===== src/pkg/dic_defs.vh =====
// constants of the eight-channel input conditioner: register map, field
// positions, reset values and timing figures.
// assumes a 125 MHz system clock and word-aligned classic wishbone access.
`ifndef DIC_DEFS_VH
`define DIC_DEFS_VH

// clock and processing cycle
`define DIC_CLK_PERIOD_NS 8
`define DIC_CYCLE_NS 5000000
`define DIC_CYCLE_MS 22'h000005
`define DIC_AC_DELAY_MS 22'h00001E

// widths
`define DIC_LVL_W 12
`define DIC_DLY_W 21
`define DIC_VOLT_W 19
`define DIC_TALLY_W 32
`define DIC_TMR_W 22

// level scaling: levels in 0.1 V, voltage in 1 mV
`define DIC_MV_PER_LVL 100
`define DIC_AC_MV_PER_LVL 10

// reset values
`define DIC_ACT_RST 12'h370
`define DIC_REL_RST 12'h258
`define DIC_DLY_RST 21'h000000

// per-channel block: channel n at byte address n * 0x20
`define DIC_CH_STRIDE_BITS 5
`define DIC_OFS_CTRL 3'h0
`define DIC_OFS_ACT 3'h1
`define DIC_OFS_REL 3'h2
`define DIC_OFS_RISE 3'h3
`define DIC_OFS_FALL 3'h4
`define DIC_OFS_TALLY 3'h5
`define DIC_OFS_CLR 3'h6
`define DIC_OFS_VOLT 3'h7
// global status word of all delayed channel states
`define DIC_ADR_STATUS 9'h100

// fields of the control word and the clear command
`define DIC_CTRL_POL_BIT 0
`define DIC_CTRL_AC_BIT 1
`define DIC_CLR_BIT 0

`endif


===== src/rtl/dic_top.v =====
// top of the eight-channel input conditioner with its wishbone register file.
// assumes present_channel_voltage comes from measurement logic on sys_clk.
//
// Summary of operation
// [RULE1] per-channel polarity select, open when idle default
// [RULE2] above activation level sets status per polarity
// [RULE3] below release level clears status per polarity
// [RULE4] rise delay in ms, default zero
// [RULE5] separate fall delay in ms, default zero
// [RULE6] alternating supply adds fixed 30 ms fall
// [RULE7] alternating supply forces release to tenth activation
// [RULE8] 32-bit tally counts delayed rising transitions
// [RULE9] clear command zeroes that channel's tally
// [RULE10] all channels evaluated once per 5 ms
// [RULE11] thresholds are software settable values
// [RULE12] eight independent channels with own settings
// [RULE13] present voltage readable in millivolts
// [RULE14] between levels previous comparison result holds
// [RULE15] tally follows delayed status, not raw comparisons
`timescale 1ns/1ps
`default_nettype none
`include "dic_defs.vh"

module dic_top #(
   parameter NCH = 8,
   parameter CYCLE_CLKS = `DIC_CYCLE_NS / `DIC_CLK_PERIOD_NS
) (
   input wire sys_clk,
   input wire rst_n,
   input wire wb_cyc_i,
   input wire wb_stb_i,
   input wire wb_we_i,
   input wire [8:0] wb_adr_i,
   input wire [3:0] wb_sel_i,
   input wire [31:0] wb_dat_i,
   output reg [31:0] wb_dat_o,
   output reg wb_ack_o,
   input wire [NCH*`DIC_VOLT_W-1:0] present_channel_voltage,
   output wire [NCH-1:0] input_channel_n
);

////////////////////////////////////////////////////////////////////////////////
// reset release through two flip-flops

reg rst_s1_r;
reg rst_s2_r;

always @(posedge sys_clk or negedge rst_n) begin
   if (!rst_n) begin
      rst_s1_r <= 1'b0;
      rst_s2_r <= 1'b0;
   end else begin
      rst_s1_r <= 1'b1;
      rst_s2_r <= rst_s1_r;
   end
end

wire rstn_i;
assign rstn_i = rst_s2_r;

////////////////////////////////////////////////////////////////////////////////
// processing-cycle divider

reg [23:0] div_r;
reg tick_r;

always @(posedge sys_clk or negedge rstn_i) begin
   if (!rstn_i) begin
      div_r <= 24'h000000;
      tick_r <= 1'b0;
   end else if (div_r == CYCLE_CLKS[23:0] - 24'h000001) begin
      div_r <= 24'h000000;
      tick_r <= 1'b1; // [RULE10]
   end else begin
      div_r <= div_r + 24'h000001;
      tick_r <= 1'b0;
   end
end

////////////////////////////////////////////////////////////////////////////////
// bus decode

wire req;
wire wr;
wire in_ch;
wire [3:0] ch_sel;
wire [2:0] reg_sel;
wire [31:0] be_mask;

assign req = wb_cyc_i && wb_stb_i && !wb_ack_o;
assign wr = req && wb_we_i;
assign in_ch = !wb_adr_i[8] && (wb_adr_i[7:5] < NCH);
assign ch_sel = {1'b0, wb_adr_i[7:5]};
assign reg_sel = wb_adr_i[4:2];
assign be_mask = {{8{wb_sel_i[3]}}, {8{wb_sel_i[2]}}, {8{wb_sel_i[1]}}, {8{wb_sel_i[0]}}};

function [31:0] merge;
   input [31:0] old_v;
   input [31:0] new_v;
   input [31:0] mask;
   begin
      merge = (old_v & ~mask) | (new_v & mask);
   end
endfunction

////////////////////////////////////////////////////////////////////////////////
// per-channel settings

reg pol_r [0:NCH-1];
reg ac_r [0:NCH-1];
reg [`DIC_LVL_W-1:0] act_r [0:NCH-1];
reg [`DIC_LVL_W-1:0] rel_r [0:NCH-1];
reg [`DIC_DLY_W-1:0] rise_r [0:NCH-1];
reg [`DIC_DLY_W-1:0] fall_r [0:NCH-1];
reg [NCH-1:0] clr_r;
wire [31:0] mrg_w;
integer i;

always @(posedge sys_clk or negedge rstn_i) begin
   if (!rstn_i) begin
      for (i = 0; i < NCH; i = i + 1) begin
         pol_r[i] <= 1'b0; // [RULE1]
         ac_r[i] <= 1'b0; // [RULE6]
         act_r[i] <= `DIC_ACT_RST; // [RULE2]
         rel_r[i] <= `DIC_REL_RST; // [RULE3]
         rise_r[i] <= `DIC_DLY_RST; // [RULE4]
         fall_r[i] <= `DIC_DLY_RST; // [RULE5]
      end
      clr_r <= {NCH{1'b0}};
   end else begin
      for (i = 0; i < NCH; i = i + 1) begin
         clr_r[i] <= 1'b0;
         if (wr && in_ch && ch_sel == i) begin // [RULE12]
            case (reg_sel)
               `DIC_OFS_CTRL: begin
                  pol_r[i] <= mrg_w[`DIC_CTRL_POL_BIT]; // [RULE1]
                  ac_r[i] <= mrg_w[`DIC_CTRL_AC_BIT]; // [RULE6]
               end
               `DIC_OFS_ACT: begin
                  act_r[i] <= mrg_w[`DIC_LVL_W-1:0]; // [RULE11]
               end
               `DIC_OFS_REL: begin
                  rel_r[i] <= mrg_w[`DIC_LVL_W-1:0]; // [RULE11]
               end
               `DIC_OFS_RISE: begin
                  rise_r[i] <= mrg_w[`DIC_DLY_W-1:0]; // [RULE4]
               end
               `DIC_OFS_FALL: begin
                  fall_r[i] <= mrg_w[`DIC_DLY_W-1:0]; // [RULE5]
               end
               `DIC_OFS_CLR: begin
                  clr_r[i] <= wb_sel_i[0] && wb_dat_i[`DIC_CLR_BIT]; // [RULE9]
               end
               default: begin
                  clr_r[i] <= 1'b0;
               end
            endcase
         end
      end
   end
end

////////////////////////////////////////////////////////////////////////////////
// channel instances

wire [NCH*`DIC_TALLY_W-1:0] tally_w;
reg [`DIC_VOLT_W-1:0] volt_r [0:NCH-1];

genvar g;
generate
   for (g = 0; g < NCH; g = g + 1) begin : g_ch
      // voltage held for readback so a read sees one coherent sample
      always @(posedge sys_clk or negedge rstn_i) begin
         if (!rstn_i) begin
            volt_r[g] <= 19'h00000;
         end else begin
            volt_r[g] <= present_channel_voltage[g*`DIC_VOLT_W +: `DIC_VOLT_W]; // [RULE13]
         end
      end

      dic_channel u_ch (
         .clk(sys_clk),
         .rst_n(rstn_i),
         .tick_en(tick_r),
         .pol_closed(pol_r[g]),
         .ac_mode(ac_r[g]),
         .act_lvl(act_r[g]),
         .rel_lvl(rel_r[g]),
         .rise_dly(rise_r[g]),
         .fall_dly(fall_r[g]),
         .volt_mv(volt_r[g]),
         .tally_clr(clr_r[g]),
         .status_r(input_channel_n[g]),
         .tally_r(tally_w[g*`DIC_TALLY_W +: `DIC_TALLY_W])
      );
   end
endgenerate

////////////////////////////////////////////////////////////////////////////////
// read mux; unmapped addresses answer with zero

reg [31:0] rd_nxt;
reg [2:0] ci;

always @* begin
   rd_nxt = 32'h00000000;
   ci = wb_adr_i[7:5];
   if (wb_adr_i == `DIC_ADR_STATUS) begin
      rd_nxt[NCH-1:0] = input_channel_n;
   end else if (in_ch) begin
      case (reg_sel)
         `DIC_OFS_CTRL: rd_nxt = {30'h0, ac_r[ci], pol_r[ci]};
         `DIC_OFS_ACT: rd_nxt = {20'h0, act_r[ci]};
         `DIC_OFS_REL: rd_nxt = {20'h0, rel_r[ci]};
         `DIC_OFS_RISE: rd_nxt = {11'h0, rise_r[ci]};
         `DIC_OFS_FALL: rd_nxt = {11'h0, fall_r[ci]};
         `DIC_OFS_TALLY: rd_nxt = tally_w[ci*`DIC_TALLY_W +: `DIC_TALLY_W]; // [RULE8]
         `DIC_OFS_VOLT: rd_nxt = {13'h0, volt_r[ci]}; // [RULE13]
         default: rd_nxt = 32'h00000000;
      endcase
   end
end

// byte-lane merge reuses the read mux, so a partial write keeps the live unselected byte lanes
assign mrg_w = merge(rd_nxt, wb_dat_i, be_mask);

// one wait state: ack the cycle after the request, drop it the cycle after
always @(posedge sys_clk or negedge rstn_i) begin
   if (!rstn_i) begin
      wb_ack_o <= 1'b0;
      wb_dat_o <= 32'h00000000;
   end else begin
      wb_ack_o <= req;
      if (req) begin
         wb_dat_o <= rd_nxt;
      end
   end
end

endmodule
`default_nettype wire


===== src/rtl/dic_channel.v =====
// one input channel: hysteresis comparison, polarity, rise and fall delay
// timing and the rising-edge tally.
// assumes tick_en is a one-cycle pulse per processing cycle on the same clock.
`timescale 1ns/1ps
`default_nettype none
`include "dic_defs.vh"

module dic_channel (
   input wire clk,
   input wire rst_n,
   input wire tick_en,
   input wire pol_closed,
   input wire ac_mode,
   input wire [`DIC_LVL_W-1:0] act_lvl,
   input wire [`DIC_LVL_W-1:0] rel_lvl,
   input wire [`DIC_DLY_W-1:0] rise_dly,
   input wire [`DIC_DLY_W-1:0] fall_dly,
   input wire [`DIC_VOLT_W-1:0] volt_mv,
   input wire tally_clr,
   output reg status_r,
   output reg [`DIC_TALLY_W-1:0] tally_r
);

////////////////////////////////////////////////////////////////////////////////
// thresholds in millivolts

wire [19:0] act_mv;
wire [19:0] rel_set_mv;
wire [19:0] rel_ac_mv;
wire [19:0] rel_mv;
wire [19:0] volt_ext;

assign act_mv = {8'h00, act_lvl} * 20'h00064;
assign rel_set_mv = {8'h00, rel_lvl} * 20'h00064;
assign rel_ac_mv = {8'h00, act_lvl} * 20'h0000A;
assign rel_mv = ac_mode ? rel_ac_mv : rel_set_mv; // [RULE7]
assign volt_ext = {1'b0, volt_mv};

////////////////////////////////////////////////////////////////////////////////
// comparison and delay timing, all advanced only on the cycle tick

reg cmp_r;
reg [`DIC_TMR_W-1:0] tmr_r;
wire target;
wire [`DIC_TMR_W-1:0] fall_need;
wire [`DIC_TMR_W-1:0] need;
wire rise_evt;

assign target = cmp_r ^ pol_closed; // [RULE1] [RULE2] [RULE3]
// alternating supply stretches the release so a mains zero crossing is bridged
assign fall_need = {1'b0, fall_dly} + (ac_mode ? `DIC_AC_DELAY_MS : 22'h000000); // [RULE6]
assign need = target ? {1'b0, rise_dly} : fall_need; // [RULE4] [RULE5]
assign rise_evt = tick_en && target && !status_r && (tmr_r >= need);

always @(posedge clk or negedge rst_n) begin
   if (!rst_n) begin
      cmp_r <= 1'b0;
      tmr_r <= 22'h000000;
      status_r <= 1'b0;
   end else if (tick_en) begin // [RULE10]
      if (volt_ext > act_mv) begin
         cmp_r <= 1'b1; // [RULE2]
      end else if (volt_ext < rel_mv) begin
         cmp_r <= 1'b0; // [RULE3]
      end
      // between the levels the last result stands
      if (target == status_r) begin
         tmr_r <= 22'h000000; // [RULE14] [RULE15]
      end else if (tmr_r >= need) begin
         status_r <= target; // [RULE4] [RULE5]
         tmr_r <= 22'h000000;
      end else begin
         tmr_r <= tmr_r + `DIC_CYCLE_MS;
      end
   end
end

////////////////////////////////////////////////////////////////////////////////
// tally of delayed rising transitions; a coincident edge counts as one after the clear

always @(posedge clk or negedge rst_n) begin
   if (!rst_n) begin
      tally_r <= 32'h00000000;
   end else if (tally_clr) begin
      tally_r <= rise_evt ? 32'h00000001 : 32'h00000000; // [RULE9]
   end else if (rise_evt) begin
      tally_r <= tally_r + 32'h00000001; // [RULE8] [RULE15]
   end
end

endmodule
`default_nettype wire


===== config.mk =====
export PLATFORM = sky130hd
export DESIGN_NAME = dic_top
export DESIGN_NICKNAME = d
export VERILOG_FILES = /design/src/rtl/dic_top.v /design/src/rtl/dic_channel.v
export VERILOG_INCLUDE_DIRS = /design/src /design/src/pkg
export SDC_FILE = /design/constraint.sdc
export NUM_CORES = 2
export LEC_CHECK = 0
export BUFFER_PORTS_ARGS = -buffer_cell sky130_fd_sc_hd__buf_2
export CAP_MARGIN = 5
export CORE_MARGIN = 5
export CORE_UTILIZATION = 25
export CTS_BUF_LIST = sky130_fd_sc_hd__clkbuf_8 sky130_fd_sc_hd__clkbuf_16
export CTS_CLUSTER_SIZE = 24
export DETAILED_ROUTE_END_ITERATION = 7
export PLACE_DENSITY_LB_ADDON = 0.3
export SLEW_MARGIN = 20
export SYNTH_ARGS = -nofsm -noshare
export SYNTH_HDL_FRONTEND = slang
export SYNTH_SLANG_ARGS = --single-unit

===== constraint.sdc =====
create_clock -name sys_clk -period 37.6 [get_ports sys_clk]
set_clock_uncertainty 0.1 [all_clocks]
set_input_delay 3.76 -clock sys_clk [delete_from_list [all_inputs] [get_ports sys_clk]]
set_output_delay 3.76 -clock sys_clk [all_outputs]
set_load 0.005 [all_outputs]

# Word-level counts from Yosys, hierarchy flattened
# Cells that the tools add are included.
# word_totals
latch_bits,0
n_memories,0
input_bits,202
out_inout_bits,41
regBits,1212
rom_bits,0
mem_bits_rw,0
word_cells,452
# op_classes
shifts,1
n_mul,24
addsub,25
n_reduce_logical,121
bitwise,21
order_cmp,25
n_eq_ne,24
mux,116
n_div,0
# ops
operator,count
2-to-1 mux 32 bit,17
2-to-1 mux 22 bit,24
"multiplier 12 x 5 -> 17 bit, second input constant",16
"adder 32 x 1 -> 32 bit, second input constant",8
indexed part select 256 x 9 -> 32 bit,1
one-hot mux 32 bit (7 select lines),1
2-to-1 mux 19 bit,10
adder 21 x 22 -> 22 bit,8
"adder 22 x 3 -> 22 bit, second input constant",8
>= comparator 22 bit,8
< comparator 19 x 20 -> 1 bit,8
greater-than comparator 19 bit,8
binary-select mux 21 bit (select 3 bit),2
"multiplier 12 x 3 -> 15 bit, second input constant",8
AND reduction 2 bit,48
2-to-1 mux 21 bit,4
binary-select mux 12 bit (select 3 bit),2
binary-select mux 19 bit (select 3 bit),1
2-to-1 mux 12 bit,4
2-to-1 mux 24 bit,2
bitwise AND 21 bit,2
2-to-1 mux 5 bit,8
2-to-1 mux 1 bit,38
logical AND 1 bit,37
20 further kinds,84

# Depth between registers and ports, before layout
# logic_depth
word_depth,9
mapped_depth,21
ltp_nobuf,21

# Modules after synthesis
# Synthesis repeated with hierarchy kept, for this count alone.
# unflattened
cells_unflattened,10412
hier_area_um2,96771.6
# by_module_without_submodules
module,n_inst,cells_each,seq_area_each_um2,area_each_um2
dic_top,1,2993,19208.4,34443.0
dic_channel (g_ch[1].u_ch ...),2,949,1401.3,7903.8
dic_channel (g_ch[6].u_ch ...),2,905,1401.3,7703.6
dic_channel (g_ch[3].u_ch),1,920,1401.3,7910.1
dic_channel (g_ch[0].u_ch),1,937,1401.3,7754.9
dic_channel (g_ch[2].u_ch),1,931,1401.3,7741.2
dic_channel (g_ch[5].u_ch),1,923,1401.3,7707.4

# Worst setup path before layout
# OpenSTA, ideal clock, no wires.
# synth_timing
path_type,input -> register
start,input port wb_adr_i[5]
end,register fall_r[144] (netlist bit)
path_buffers,4
arrival_ns,5.956
cell_stages,11
t_required_ns,37.370
setup_slack_ns,31.414
setup_ns,0.130
cell_sequence,clkbuf_1 buf_2 buf_2 mux4_2 a22oi_1 o211ai_1 nand3_1 nor2_1 a21oi_1 clkbuf_2 o21ai_0
# synth_between
elab_chain_len,9
elab_cells_between_ends,20
classes_between,2 x eq/ne; 1 x shift; 12 x mux; 3 x bitwise; 2 x reduce/logical
# synth_rtl
item,line_no,rtl
from (decl),dic_top.v:33,"input wire [8:0] wb_adr_i,"
"parallel branches: the longest is 9 deep, another holds indexed part select 256 x 9 -> 32 bit",-,
"to (signal, indexed assignment)",dic_top.v:127,fall_r[i] <= `DIC_DLY_RST;
"to (signal, indexed assignment)",dic_top.v:149,fall_r[i] <= mrg_w[`DIC_DLY_W-1:0];
to (decl),dic_top.v:114,reg [`DIC_DLY_W-1:0] fall_r [0:NCH-1];
# Several ways; the timed one is not identified. The select of a mux whose other input is x is not followed.
# A chain may end at the register's enable or synchronous reset.

# Worst setup path after layout
# layout_timing
start,input port wb_adr_i[6]
end,register act_r[83] (netlist bit)
# layout_between
elab_chain_len,9
elab_cells_between_ends,26
classes_between,2 x eq/ne; 1 x shift; 18 x mux; 3 x bitwise; 2 x reduce/logical
# layout_rtl
item,line_no,rtl
"parallel branches: the longest is 9 deep, another holds indexed part select 256 x 9 -> 32 bit",-,
"to (signal, indexed assignment)",dic_top.v:124,act_r[i] <= `DIC_ACT_RST;
"to (signal, indexed assignment)",dic_top.v:140,act_r[i] <= mrg_w[`DIC_LVL_W-1:0];
to (decl),dic_top.v:111,reg [`DIC_LVL_W-1:0] act_r [0:NCH-1];
# Several ways; the timed one is not identified. The select of a mux whose other input is x is not followed.

==> metrics.yaml <==
critical_path:
  crit_path_end_kind: "flip-flop"
  r2r-start: "ac_r[6]"
  critPathKind: "in -> reg"
  rrSetupSlack_ps: 31480
  reg2regPathDepth: 19
  r2r_end: "g_ch[1].u_ch.tmr_r[6]"
  cp_max_fo: 98
  required_ps: 38150
  critPathLaunchType: "input port"
  worstPathArrival_ps: 9080
run:
  cap_violations: 0
timing:
  clock.fmax_mhz: 117
  min_period_ps: 8540
  finalHoldViolations: 0
  fin_crit_sh_pct: 22.7
  relSlewSlack_pct: 18.0
  setup-violations-final: 0
  slew_viol_final: 0
  worstMarginPinSlew_ps: 1200
  tns_ps: 0
  hold_ws_ps: 224
  rsz0062_at_grt: "no"
clocking:
  cts_root_buffer: "clkbuf_16"
  post_cts_resized: 0
  cts_made_buffers: 159
  post_cts_buffers: 0
  cts_buffer_depth: 4
  path_clk_slew_ps: 60
  clock-sinks: 1212
  postCtsHoldBufs: 0
  clkLatencyLatePin_ps: 860
  htreeDepth: 4
  cts_tree: "built"
floorplanning:
  die_h_um: 627
  start_util_pct: 25.1
  core_area_mm2: 0.379
  ios: 243
  die_area_mm2: 0.394
  fp-row-count: 226
  die_w_um: 627
yosys:
  ys_seq_area_share_pct: 31.9
  synth_flop_cell: "dfrtp_1"
  synth-edff-count: 0
  synth.avg_cell_area_um2: 9.29
  synthSimpleGateAreaFrac_pct: 15.6
  ys_ff_latch: 1212
  synth_xor_area_share_pct: 4.32
  yosysTopAreaCell: "dfrtp_1"
  synthMuxAreaShare_pct: 7.53
  synth_top_family_by_area: "adder cells"
  synth_fa_ha_area_share_pct: 19.9
  synthCells: 10260
  syn-num-nets: 11898
  async_flop_share_pct: 100
  synthDistinctLibCells: 99
  synth_top_cell_area_share_pct: 29.9
  yosys-top-cells-area: "dfrtp_1 30%, ha_1 17%, mux4_2 5.3%, o21ai_0 5.0%, nand2_1 4.2%"
  synth_compound_area_share_pct: 16.3
  ys.warnings.count: 0
  syn-cell-area_mm2: 0.0953
route:
  drt_wl_total_mm: 351
  detail-route-antenna-nets: 0
  viasPerCell: 5.06
  drt_iter0_drc: 5918
  wire_per_inst_um: 22.6
  route.vias.total: 78543
  drc_errors: 0
  drt_first_pass_iters: 5
layout:
  area_growth_pct: 12.9
  drive_above_1_share_pct: 10.3
  nets: 12002
  final_common_cell: "ha_1"
  final_cell_mix: "1308 x ha_1, 1137 x dfrtp_1, 1074 x nand2_1"
  multi_input_area_mm2: 0.0608
  seq_area_mm2: 0.0304
  nFillCells: 40169
worst_hold_path:
  hold_class: "reg -> async"
place:
  io_buffers: 230
  place.gp.congestion: 0.964
  hpwl_mm: 269
global_route:
  antenna_found_initial: 39
  grt_max_degree: 164
  grt_pass1_wl_mm: 513
  overflow: 0
  grt_use_total_pct: 17.4
  grt_pass1_vias: 74808
pwr:
  p_leak_nw: 49.9
  powerDensity_mw_per_mm2: 30.7
  peakVddDrop_v: 0.0000326
run_status:
  status: "finished clean"
## flip-flops by register name (all words and copies together) (netlist names)
register / flops
ac_r: 8
act_r: 96
clr_r: 8
div_r: 24
fall_r: 168
g_ch.u_ch.cmp_r: 8
g_ch.u_ch.status_r: 8
g_ch.u_ch.tally_r: 256
g_ch.u_ch.tmr_r: 176
pol_r: 8
rel_r: 96
rise_r: 168
rst_s1_r: 1
rst_s2_r: 1
tick_r: 1
volt_r: 152
wb_ack_o: 1
wb_dat_o: 32
## where the power goes
group | switching [mW] | total (mW) | leakage [nW] | internal, mW
clock | 0.650 | 1.59 | 2.73 | 0.940
combinational | 0.229 | 0.340 | 31.0 | 0.111
sequential | 0.0482 | 1.37 | 16.2 | 1.33
## stage by stage
step / cells / setup WS [ps] / utilization [%] / area, um2 / total power [mW]
2_1_floorplan: 10260 / 1340 / - / 95300 / 1.58
3_5_place_dp: 15218 / 28480 / 26.9 / 102000 / 1.74
3_3_place_gp: 15217 / 28510 / 26.9 / 102000 / 1.73
5_1_grt: 15505 / 29190 / 28.4 / 108000 / 3.42
4_1_cts: 15498 / 29360 / 28.3 / 108000 / 3.35
6_report: 15516 / 29060 / 28.4 / 108000 / 3.30
## Yosys cell counts, drive strengths merged, types with 36 or more instances
cell,n
inv,671
dfstp,72
o211ai,74
clkbuf,327
a22o,36
a21oi,610
or3,135
and4,37
xor2,176
o21a,83
mux2i,149
nand2,1076
o21ai,980
nor3,199
nand4,153
nor2,593
a22oi,62
nand2b,84
xnor2,292
nor4,67
and3,141
a31oi,82
a211oi,63
fa,128
nor2b,130
o31ai,70
buf,96
mux4,226
nand3,245
ha,1308
or4,67
dfrtp,1140
mux2,53
a21o,189
## kinds of logic after synthesis
kind of cell / after synthesis
AOI/OAI and AO/OA: 2552
xor gates and xnor gates: 468
adders and majority gates: 1436
buffers and inverters: 1099
DFF: 1212
muxes: 428
other: 1
and+or+nand+nor: 3064
## critical path, cell delays in order
cell     delay (ps)
buf_8           310
buf_12          470
buf_4           660
mux4_2          440
mux2i_1         890
o22ai_1         200
nor3_1          880
nor3_1          170
a21oi_4         160
buf_4           520
o21ai_0         160
## layout make-up
class	instances	area share, %
multi-input combinational	7949	56.5
sequential	1212	28.3
tap	5016	5.83
clock buffer	190	4.11
inverter	676	2.36
timing repair buffer	366	2.09
clock inverter	90	0.814
antenna	17	0.0395
## per-layer routing
layer | vias to the layer above | part of all wire (%) | GRT usage [%]
met5 | - | 0.025 | 0
met4 | 12 | 6.1 | 9.16
met3 | 574 | 5.2 | 2.39
met2 | 2018 | 45 | 27.9
met1 | 38502 | 43 | 22.8
li1 | 37437 | - | -
## worst max-delay path by stage
stage	startpoint	to	slack, ps
floorplan	rst_s2_r	ac_r[0]	1340
global placement	wb_adr_i[5]	fall_r[158]	28510
detailed placement	wb_adr_i[5]	fall_r[149]	28480
CTS	wb_adr_i[5]	fall_r[149]	29360
global route	wb_adr_i[5]	act_r[62]	29190
finish	wb_adr_i[6]	act_r[83]	29060
Power figures use the tool's default switching activity.
